## config.mk

```make
export PLATFORM = sky130hd
export DESIGN_NAME = acc_ctrl
export DESIGN_NICKNAME = d
export VERILOG_FILES = /design/src/hw/acc_pkg.sv /design/src/hw/acc_ctrl.sv /design/src/hw/acc_qual.sv
export SDC_FILE = /design/constraint.sdc
export NUM_CORES = 1
export LEC_CHECK = 0
export CELL_PAD_IN_SITES_DETAIL_PLACEMENT = 0
export CELL_PAD_IN_SITES_GLOBAL_PLACEMENT = 1
export CORE_MARGIN = 8
export CORE_UTILIZATION = 30
export CTS_CLUSTER_SIZE = 28
export DETAILED_ROUTE_END_ITERATION = 6
export DONT_BUFFER_PORTS = 1
export PLACE_DENSITY_LB_ADDON = 0.1
export SLEW_MARGIN = 5
export SYNTH_ARGS = -nofsm -noshare
export SYNTH_HDL_FRONTEND = slang
export SYNTH_HIERARCHICAL = 1
export SYNTH_SLANG_ARGS = --single-unit
```

## constraint.sdc

```tcl
create_clock -name hclk -period 3.3 [get_ports hclk]
set_input_delay 0.33 -clock hclk [delete_from_list [all_inputs] [get_ports hclk]]
set_output_delay 0.33 -clock hclk [all_outputs]
set_load 0.02 [all_outputs]
```

## src/hw/acc_pkg.sv

```systemverilog
// Purpose: Shared constants and types of the calibration and output edge controller
// Assumes: 32-bit AHB-Lite register bus, one word per register
// Notes: Cycle counts here are counted in input sample clock periods, except ACC_BOOT_CYCLES in hclk cycles
package acc_pkg;
    // Register byte offsets
    localparam logic [7:0] ACC_OFS_CTRL = 8'h00;
    localparam logic [7:0] ACC_OFS_RANGE = 8'h04;
    localparam logic [7:0] ACC_OFS_STATE = 8'h08;
    localparam logic [7:0] ACC_OFS_INT_STATUS = 8'h0C;
    localparam logic [7:0] ACC_OFS_INT_EN = 8'h10;
    localparam logic [7:0] ACC_OFS_INT_CLR = 8'h14;
    // Control field positions and reset values
    localparam int ACC_CTRL_EXT_BIT = 0;
    localparam logic ACC_CTRL_EXT_RST = 1'b0;
    localparam logic [9:0] ACC_RANGE_RST = 10'h2BC;
    // Event bit positions
    localparam int ACC_EV_CAL_START = 0;
    localparam int ACC_EV_CAL_DONE = 1;
    localparam int ACC_EV_REQ_IGNORED = 2;
    localparam int ACC_EV_W = 3;
    localparam logic [ACC_EV_W-1:0] ACC_EV_RST = 3'h0;
    // State register field positions
    localparam int ACC_ST_RUN_BIT = 4;
    localparam int ACC_ST_AOFF_BIT = 5;
    localparam int ACC_ST_SKIP_BIT = 6;
    localparam int ACC_ST_FS_LSB = 16;
    // Full-scale ranges in millivolts peak to peak
    localparam logic [9:0] ACC_FS_LOW_MV = 10'd650;
    localparam logic [9:0] ACC_FS_HIGH_MV = 10'd870;
    localparam logic [9:0] ACC_FS_EXT_MIN_MV = 10'd560;
    localparam logic [9:0] ACC_FS_EXT_MAX_MV = 10'd840;
    // Timing counts in input clock cycles, except ACC_BOOT_CYCLES in hclk cycles
    localparam logic [6:0] ACC_QUAL_CYCLES = 7'd80;
    localparam logic [11:0] ACC_CAL_LEN_CYCLES = 12'd1400;
    localparam logic [1:0] ACC_BOOT_CYCLES = 2'h3;
    // Controller states
    typedef enum logic [3:0] {
        ACC_POR_WAIT = 4'b0001,
        ACC_IDLE = 4'b0010,
        ACC_CAL = 4'b0100,
        ACC_DOWN = 4'b1000
    } acc_state_t;
endpackage

```

## src/hw/acc_ctrl.sv

```systemverilog
// Purpose: Calibration sequencing, full-scale choice and output edge control
// Assumes: hclk 20 MHz; input sample clock arrives as a pin and is sampled here
// Notes: Release of hresetn stands for the application of power
//
// Local design decisions: register access over AHB-Lite and the register offsets.
module acc_ctrl
    import acc_pkg::*;
#(
    parameter logic [23:0] POR_SHORT_CYCLES = 24'd16384,
    parameter logic [23:0] POR_LONG_CYCLES = 24'd1048576
) (
    input wire logic hclk,
    input wire logic hresetn,
    input wire logic hsel,
    input wire logic [31:0] haddr,
    input wire logic [1:0] htrans,
    input wire logic hwrite,
    input wire logic [2:0] hsize,
    input wire logic [31:0] hwdata,
    input wire logic hready,
    output logic hreadyout,
    output logic hresp,
    output logic [31:0] hrdata,
    input wire logic sample_clock,
    input wire logic calibrate_request,
    input wire logic full_shutdown,
    input wire logic calibration_delay_select,
    input wire logic output_edge_select,
    input wire logic full_scale_select,
    input wire logic [7:0] conv_data,
    output logic calibration_running,
    output logic analog_off,
    output logic [9:0] full_scale_mv,
    output logic output_data_clock,
    output logic [7:0] data_out,
    output logic irq
);
    logic [5:0] sync1, sync2;
    logic clk_d;
    logic tick;
    logic req_s, shut_s, dly_s, edge_s, fs_s;
    logic low_done, high_done, high_done_d, armed, fire;
    logic [1:0] boot_cnt;
    logic boot_done, strap_skip, clk_seen;
    logic [23:0] por_cnt;
    logic [23:0] por_target;
    logic por_fire;
    logic [11:0] cal_cnt;
    logic cal_end;
    acc_state_t state;
    logic ext_mode;
    logic [9:0] range_mv;
    logic [ACC_EV_W-1:0] int_status, int_en, ev;
    logic dp_wr;
    logic [7:0] dp_addr;
    logic ap_sel;
    logic [31:0] next_rdata;

    // Two-stage synchroniser for the sample clock and the five control pins (not conv_data), plus input clock history
    always_ff @(posedge hclk or negedge hresetn) begin
        if (!hresetn) begin
            sync1 <= 6'h00;
            sync2 <= 6'h00;
            clk_d <= 1'b0;
        end else begin
            sync1 <= {sample_clock, calibrate_request, full_shutdown,
                      calibration_delay_select, output_edge_select, full_scale_select};
            sync2 <= sync1;
            clk_d <= sync2[5];
        end
    end
    assign {req_s, shut_s, dly_s, edge_s, fs_s} = sync2[4:0];
    // Edges count only after boot, so a clock high at reset release fakes none
    assign tick = sync2[5] && !clk_d && boot_done;

    // Low and high phase qualifiers of the request pin
    acc_qual u_low (
        .hclk(hclk),
        .hresetn(hresetn),
        .tick(tick),
        .level_ok(!req_s),
        .done(low_done)
    );
    acc_qual u_high (
        .hclk(hclk),
        .hresetn(hresetn),
        .tick(tick),
        .level_ok(req_s),
        .done(high_done)
    );

    // Arm on a qualified low phase, disarm on a short one, fire on a qualified high
    always_ff @(posedge hclk or negedge hresetn) begin
        if (!hresetn) begin
            armed <= 1'b0;
            high_done_d <= 1'b0;
        end else begin
            high_done_d <= high_done;
            if (low_done) begin
                armed <= 1'b1;
            end else if (fire || !req_s) begin
                armed <= 1'b0;
            end
        end
    end
    assign fire = armed && high_done && !high_done_d;

    // Strap capture after synchroniser settles, and clock-seen flag
    always_ff @(posedge hclk or negedge hresetn) begin
        if (!hresetn) begin
            boot_cnt <= 2'h0;
            boot_done <= 1'b0;
            strap_skip <= 1'b0;
            clk_seen <= 1'b0;
        end else begin
            if (!boot_done) begin
                boot_cnt <= boot_cnt + 2'h1;
            end
            if (!boot_done && boot_cnt == ACC_BOOT_CYCLES) begin
                boot_done <= 1'b1;
                strap_skip <= req_s;
            end
            if (tick) begin
                clk_seen <= 1'b1;
            end
        end
    end

    // Power-on delay counts input clock edges, so a late clock changes nothing
    assign por_target = (ext_mode || !dly_s) ? POR_SHORT_CYCLES : POR_LONG_CYCLES;
    always_ff @(posedge hclk or negedge hresetn) begin
        if (!hresetn) begin
            por_cnt <= 24'h000000;
        end else if (state == ACC_POR_WAIT && tick && !shut_s && por_cnt < por_target) begin
            por_cnt <= por_cnt + 24'h000001;
        end
    end
    assign por_fire = boot_done && !strap_skip && por_cnt >= por_target;

    // Calibration length counter
    always_ff @(posedge hclk or negedge hresetn) begin
        if (!hresetn) begin
            cal_cnt <= 12'h000;
        end else if (state != ACC_CAL) begin
            cal_cnt <= 12'h000;
        end else if (tick) begin
            cal_cnt <= cal_cnt + 12'h001;
        end
    end
    assign cal_end = tick && cal_cnt == ACC_CAL_LEN_CYCLES - 12'h001;

    // Sequencer
    always_ff @(posedge hclk or negedge hresetn) begin
        if (!hresetn) begin
            state <= ACC_POR_WAIT;
        end else begin
            unique case (state)
                ACC_POR_WAIT: begin
                    if (boot_done && strap_skip) begin
                        state <= ACC_IDLE;
                    end else if (por_fire) begin
                        state <= ACC_CAL;
                    end
                end
                ACC_IDLE: begin
                    if (shut_s) begin
                        state <= ACC_DOWN;
                    end else if (fire) begin
                        state <= ACC_CAL;
                    end
                end
                ACC_CAL: begin
                    if (cal_end) begin
                        state <= shut_s ? ACC_DOWN : ACC_IDLE;
                    end
                end
                ACC_DOWN: begin
                    if (!shut_s) begin
                        state <= ACC_IDLE; // Requests here are dropped
                    end
                end
                default: state <= ACC_POR_WAIT;
            endcase
        end
    end

    // Status outputs
    assign calibration_running = (state == ACC_CAL);
    assign analog_off = (state == ACC_DOWN) || (state == ACC_POR_WAIT && !clk_seen);
    assign full_scale_mv = ext_mode ? range_mv : (fs_s ? ACC_FS_HIGH_MV : ACC_FS_LOW_MV);

    // Output data clock at half the input rate, data moved on the chosen edge
    always_ff @(posedge hclk or negedge hresetn) begin
        if (!hresetn) begin
            output_data_clock <= 1'b0;
            data_out <= 8'h00;
        end else if (tick) begin
            output_data_clock <= !output_data_clock;
            if (edge_s == !output_data_clock) begin
                data_out <= conv_data;
            end
        end
    end

    // Events
    assign ev[ACC_EV_CAL_START] = (state == ACC_IDLE && fire && !shut_s) ||
                                  (state == ACC_POR_WAIT && por_fire);
    assign ev[ACC_EV_CAL_DONE] = (state == ACC_CAL) && cal_end;
    assign ev[ACC_EV_REQ_IGNORED] = (state == ACC_DOWN) && fire;

    // AHB-Lite slave: zero wait states, always OKAY
    assign hreadyout = 1'b1;
    assign hresp = 1'b0;
    assign ap_sel = hsel && htrans[1] && hready;
    always_ff @(posedge hclk or negedge hresetn) begin
        if (!hresetn) begin
            dp_wr <= 1'b0;
            dp_addr <= 8'h00;
        end else begin
            dp_wr <= ap_sel && hwrite;
            dp_addr <= haddr[7:0];
        end
    end

    // Writable registers
    always_ff @(posedge hclk or negedge hresetn) begin
        if (!hresetn) begin
            ext_mode <= ACC_CTRL_EXT_RST;
            range_mv <= ACC_RANGE_RST;
            int_en <= ACC_EV_RST;
        end else if (dp_wr) begin
            if (dp_addr == ACC_OFS_CTRL) begin
                ext_mode <= hwdata[ACC_CTRL_EXT_BIT];
            end
            if (dp_addr == ACC_OFS_RANGE) begin
                if (hwdata[9:0] < ACC_FS_EXT_MIN_MV) begin
                    range_mv <= ACC_FS_EXT_MIN_MV;
                end else if (hwdata[9:0] > ACC_FS_EXT_MAX_MV) begin
                    range_mv <= ACC_FS_EXT_MAX_MV;
                end else begin
                    range_mv <= hwdata[9:0];
                end
            end
            if (dp_addr == ACC_OFS_INT_EN) begin
                int_en <= hwdata[ACC_EV_W-1:0];
            end
        end
    end

    // Sticky status, a new event wins over a clear in the same cycle
    always_ff @(posedge hclk or negedge hresetn) begin
        if (!hresetn) begin
            int_status <= ACC_EV_RST;
        end else begin
            if (dp_wr && dp_addr == ACC_OFS_INT_CLR) begin
                int_status <= (int_status & ~hwdata[ACC_EV_W-1:0]) | ev;
            end else begin
                int_status <= int_status | ev;
            end
        end
    end
    assign irq = |(int_status & int_en);

    // Read data registered in the address phase
    always_comb begin
        next_rdata = 32'h00000000;
        unique case (haddr[7:0])
            ACC_OFS_CTRL: next_rdata[ACC_CTRL_EXT_BIT] = ext_mode;
            ACC_OFS_RANGE: next_rdata[9:0] = range_mv;
            ACC_OFS_STATE: begin
                next_rdata[3:0] = state;
                next_rdata[ACC_ST_RUN_BIT] = calibration_running;
                next_rdata[ACC_ST_AOFF_BIT] = analog_off;
                next_rdata[ACC_ST_SKIP_BIT] = strap_skip;
                next_rdata[ACC_ST_FS_LSB +: 10] = full_scale_mv;
            end
            ACC_OFS_INT_STATUS: next_rdata[ACC_EV_W-1:0] = int_status;
            ACC_OFS_INT_EN: next_rdata[ACC_EV_W-1:0] = int_en;
            default: next_rdata = 32'h00000000;
        endcase
    end
    always_ff @(posedge hclk or negedge hresetn) begin
        if (!hresetn) begin
            hrdata <= 32'h00000000;
        end else if (ap_sel && !hwrite) begin
            hrdata <= next_rdata;
        end
    end
endmodule // acc_ctrl

```

## src/hw/acc_qual.sv

```systemverilog
// Purpose: Counts input clock cycles for which a level has held unbroken
// Assumes: tick is a one-cycle pulse per input clock edge, level is synchronised
// Notes: done saturates until the level breaks
module acc_qual
    import acc_pkg::*;
(
    input wire logic hclk,
    input wire logic hresetn,
    input wire logic tick,
    input wire logic level_ok,
    output logic done
);
    logic [6:0] cnt;

    // Restart on any break of the level, so glitches never qualify
    always_ff @(posedge hclk or negedge hresetn) begin
        if (!hresetn) begin
            cnt <= 7'h00;
        end else if (!level_ok) begin
            cnt <= 7'h00;
        end else if (tick && cnt != ACC_QUAL_CYCLES) begin
            cnt <= cnt + 7'h01;
        end
    end

    // Done already in the cycle of the last edge, so a level that breaks right after counts
    assign done = level_ok && (cnt == ACC_QUAL_CYCLES || (tick && cnt == ACC_QUAL_CYCLES - 7'h01));
endmodule // acc_qual

```

After elaboration in Yosys (flattened, before gate mapping)
Index checks and enable logic that the tools add are counted.

Register bits after elaboration: 129. Bits of input ports: 88. Output and inout bits: 56. Logic and storage cells: 146.

Add/subtract/negate cells: 5. $lt $le $gt $ge: 4. Equal/unequal tests: 26. Multiplexer cells: 27. Bitwise operators: 5. Reduce and logical (&&, ||, !) cells: 56.

Operators by type and width (count): $mux W10 (4); $logic_and A1 B1 Y1 (29); $eq A7 B7 Y1 const B (4); $mux W4 (7); $mux W7 (4); $add A24 B1 Y24 const B (1); $eq A8 B5 Y1 const B (3); $ge A24 B21 Y1 (1); $lt A24 B21 Y1 (1); $mux W12 (2); $mux W21 (1); $eq A8 B3 Y1 const B (2); $eq A8 B4 Y1 const B (2); $logic_not A8 Y1 (2); $pmux W4 S4 (1); $add A7 B1 Y7 const B (2); $ne A7 B7 Y1 const B (2); $add A12 B1 Y12 const B (1); $eq A12 B11 Y1 const B (1); $gt A10 B10 Y1 const B (1); $logic_not A1 Y1 (10); $lt A10 B10 Y1 const B (1); $mux W9 (1); $pmux W2 S4 (1); 24 further kinds (39).

Logic depth before layout (Yosys ltp)
Depth after elaboration: 13. Mapped depth: 12. Mapped depth without buffers: 9.

By module
Netlist, hierarchy kept.

Modules (own cells, without submodules): acc_ctrl (instances 1, cells each 479, area each 5247.5 sq um, sequential area each 2886.5 sq um); acc_qual (instances 2, cells each 48, area each 459.2 sq um, sequential area each 175.2 sq um).

Least setup slack after synthesis
Ideal clock, no wire load.

Path kind: register to register. From: register ext_mode. To: register por_cnt[9]. Setup time: 0.079 ns. Arrival: 2.220 ns. Path slack: 1.001 ns. Stages on the path, launching flop included: 8. Clock period less this slack: 2.299 ns. Cell sequence: dfrtp_1 -> clkbuf_1 -> nand2b_1 -> ha_1 -> or4b_4 -> or3_4 -> nor4_4 -> xor2_1.

Cells in the longest elaborated chain, start to end: 4.

Ends and longest elaborated chain: start: declaration (line acc_ctrl.sv:51) `logic ext_mode;`; start signal: assignment (line acc_ctrl.sv:233) `ext_mode <= hwdata[ACC_CTRL_EXT_BIT];`; $logic_or A1 B1 Y1 (line acc_ctrl.sv:130) `assign por_target = (ext_mode || !dly_s) ? POR_SHORT_CYCLES : POR_LONG_CYCLES;`; $mux W21 (line acc_ctrl.sv:130); $lt A24 B21 Y1 (line acc_ctrl.sv:134) `end else if (state == ACC_POR_WAIT && tick && !shut_s && por_cnt < por_target) begin`; $logic_and A1 B1 Y1 (line acc_ctrl.sv:134); end signal: assignment (line acc_ctrl.sv:135) `por_cnt <= por_cnt + 24'h000001;`; end: declaration (line acc_ctrl.sv:45) `logic [23:0] por_cnt;`.

Every way passes these cells. A chain may end at the register's enable or synchronous reset.

Final worst setup path
From: register state[1]. To: output port calibration_running.

Cells in the longest elaborated chain, start to end: 1.

Ends and longest elaborated chain: start: declaration (line acc_ctrl.sv:50) `acc_state_t state;`; start signal: assignment (line acc_ctrl.sv:174) `state <= shut_s ? ACC_DOWN : ACC_IDLE;`; $eq A4 B3 Y1 (line acc_ctrl.sv:188) `assign calibration_running = (state == ACC_CAL);`; end: declaration (line acc_ctrl.sv:31) `output logic calibration_running,`.

Every way passes these cells.

==> flow_summary_export.csv <==
group,metric,value,unit
setup_path,criticalPathCategory,"flip-flop to output port",
timing,finClkSkew,0.0131,ns
clock_tree,insertion_delay,0.42,ns
final_layout,drive_above_1_share,0.123,
route,ant_nets,0,
setup_path,cp-endpoint,"calibration_running",
timing,grt_setup_unrepaired,"false",
clock_tree,htree_levels,4,
global_routing,grt_pass1_vias,4404,
power,p_total,4.20,mW
place,dpl_cell_area,6370,µm²
final_layout,fill_cells,2029,
route,drt_iter0_drc,261,
die,core,20200,µm²
place,io_buffers,0,
yosys,synth_warnings,6,
die,fp-row-count,52,
die,die_x,159,µm
job,max_cap_violations,0,
clock_tree,cts_buffers,17,
setup_path,reg2reg_to,"por_cnt[19]$_DFFE_PN0P_",
setup_path,r2r_slack,0.89,ns
yosys,netlist_instances,575,
power,p_per_area,587,nW/µm²
yosys,synthArstFlopShare,1.00,
setup_path,critPathTopFamily,"simple AND/OR/NAND/NOR gates",
setup_path,arrival,2.13,ns
setup_path,crit_path_top_delay_cell,"inv_1",
clock_tree,clockBufferDepth,2,
route,dr.pass1.iters,5,
setup_path,reg2reg_from,"por_cnt[21]$_DFFE_PN0P_",
final_layout,areaGrowthSynthToFinish,15.9,%
power,p_leak,3.11,nW
clock_tree,cts_root_buf,"clkbuf_16",
die,start_util,0.305,
global_routing,grt_usage,0.118,
setup_path,critical_path_depth,3,
timing,setup_tns,0,ns
timing,whs,0.0331,ns
clock_tree,post_cts_buffers,0,
global_routing,grt_start_max_net_pins,130,
power,ir_drop,0.000371,V
timing,max_slew_margin,0.340,
timing,finalCritPeriodShare,0.746,
timing,drv_slew,0,
setup_path,crit_fanout,16,
final_layout,diodes,0,
place,gp_congestion,0.736,
timing,max_freq,406,MHz
route,vias,4273,
yosys,synth_area,6170,µm²
yosys,synth_enable_flop_cells,0,
die,die_h,159,µm
final_layout,design_area,7150,µm²
setup_path,startpoint_type,"flip-flop",
final_layout,final_common_cell,"dfrtp_1",
yosys,yosysSeqAreaShare,0.525,
final_layout,ff_latch_area,3240,µm²
timing,finalHoldViolCount,0,
die,ios,144,
setup_path,end_kind,"output port",
final_layout,multi_input_area,2670,µm²
clock_tree,cts.sinks,129,
die,die_area,25400,µm²
global_routing,gr-total-overflow,0,
setup_path,cp_num_buf_inv,1,
route,wl,14600,µm
setup_path,startpoint,"state[1]$_DFFE_PN0P_",
setup_path,reg2reg_depth,5,
yosys,post_synth.cell_area_avg,10.7,µm²
setup_path,cpPeakStageDelay,0.51,ns
timing,tightest_slew,0.980,ns
clock_tree,path_clk_slew,0.06,ns
route,routed_via_density,4.89,
place,dp_hpwl,10200,µm
global_routing,antenna_found_initial,0,
setup_path,crit_required,2.97,ns
yosys,synthFlopType,"dfrtp_1",
status,run_status,"finished clean",
route,drc,0,
route,routedWlPerCell,16.7,µm
global_routing,grt_pass1_wl,24200,µm
final_layout,final_cell_mix,"dfrtp_1, nand2_1, o21ai_0, nor2_1, inv_1",
final_layout,nets,689,
hold_path,hold_path_class,"input pin to flip-flop",
setup_path,cp_cell_sequence,"nor2_1 > nand3b_1 > inv_1",
yosys,synth_seq_cells,129,
clock_tree,cts_tree,"done",
yosys,ys_types,68,
timing,setup_violations,0,
timing,min_period,2.46,ns
-- power by group --
part	internal, mW	switching, mW	leakage [nW]	total (mW)
registers	1.70	0.212	1.65	1.92
logic	0.194	0.240	1.19	0.433
clock network	1.14	0.712	0.277	1.85
total	3.03	1.16	3.11	4.20
-- how the worst min path moves through the flow --
stage,from,to,slack (ns),cells past startpoint
after global routing,hwdata[7],range_mv[7]$_DFFE_PN1P_,0.008,2
final,hwdata[7],range_mv[7]$_DFFE_PN1P_,0.03,2
after floorplan,hresetn,armed$_DFFE_PN0P_,0.03,0
after global placement,hresetn,dp_addr[5]$_DFF_PN0_,0.04,0
after detailed placement,hresetn,dp_addr[6]$_DFF_PN0_,0.04,0
after CTS,hresetn,dp_addr[6]$_DFF_PN0_,-0.42,0
-- routing by layer --
layer	vias to the layer above	global-route usage	part of all wire	wire [µm]
met1	2110	0.151	0.46	6770
met3	10	0.0478	0.072	1050
li1	2054	-	-	-
met5	-	0	0	0
met2	99	0.178	0.46	6660
met4	0	0.0352	0.0087	127
-- synthesized netlist by cell type (6+ instances only) --
cell type | instances | area, µm²
nand2_1 | 61 | 229
and3_1 | 8 | 50.1
nand3b_1 | 8 | 60.1
and2_1 | 8 | 50.1
xnor2_1 | 21 | 184
o21ai_0 | 32 | 160
nand3_1 | 9 | 45.0
ha_1 | 10 | 125
a22o_1 | 13 | 114
nand4_1 | 19 | 119
a21boi_1 | 6 | 45.0
nor3_1 | 8 | 40.0
buf_2 | 7 | 35.0
mux2_2 | 13 | 146
clkbuf_1 | 14 | 52.6
buf_4 | 14 | 105
dfstp_2 | 7 | 184
xor2_1 | 16 | 140
a21o_1 | 6 | 45.0
inv_1 | 24 | 90.1
a21oi_1 | 7 | 35.0
o31ai_1 | 7 | 52.6
dfrtp_1 | 122 | 3050
nor2_1 | 32 | 120
nand2b_1 | 8 | 50.1
-- area by class of cell --
class / count / area share
clock inverters: 12 / 0.0191
clock buffers: 20 / 0.0625
well taps: 270 / 0.0473
flip-flops and latches: 129 / 0.453
multi-input cells: 396 / 0.373
inverters: 24 / 0.0126
repair buffers: 23 / 0.0326
-- cell families after synthesis --
logic type / after synthesis / share of synthesized area
simple gates: 214 / 0.201
xor+xnor: 37 / 0.0526
compound gates: 103 / 0.118
mux: 18 / 0.0319
other cells: 2 / 0.00122
buf+inv: 62 / 0.0501
flops: 129 / 0.525
fa+ha+maj: 10 / 0.0203
-- registers in the layout (all words and copies together), names as in the netlist, 7 cells and up --
| register | flops |
|---|---|
| dp_addr | 8 |
| u_low/cnt | 7 |
| por_cnt | 24 |
| data_out | 8 |
| cal_cnt | 12 |
| hrdata | 20 |
| u_high/cnt | 7 |
| range_mv | 10 |
-- what timing repair did --
item,CTS,global route
resized for setup,0,0
hold buffers,15,2
endpoints found under the hold margin,144,129
-- through the flow --
stage / utilization / cells / setup slack (ns)
after global routing: 0.353 / 874 / 0.630
after global placement: 0.315 / 825 / 0.836
after floorplan: - / 587 / 1.00
after CTS: 0.351 / 872 / 0.790
final: 0.353 / 874 / 0.838
after detailed placement: 0.315 / 825 / 0.856
Power figures use the tool's default switching activity.
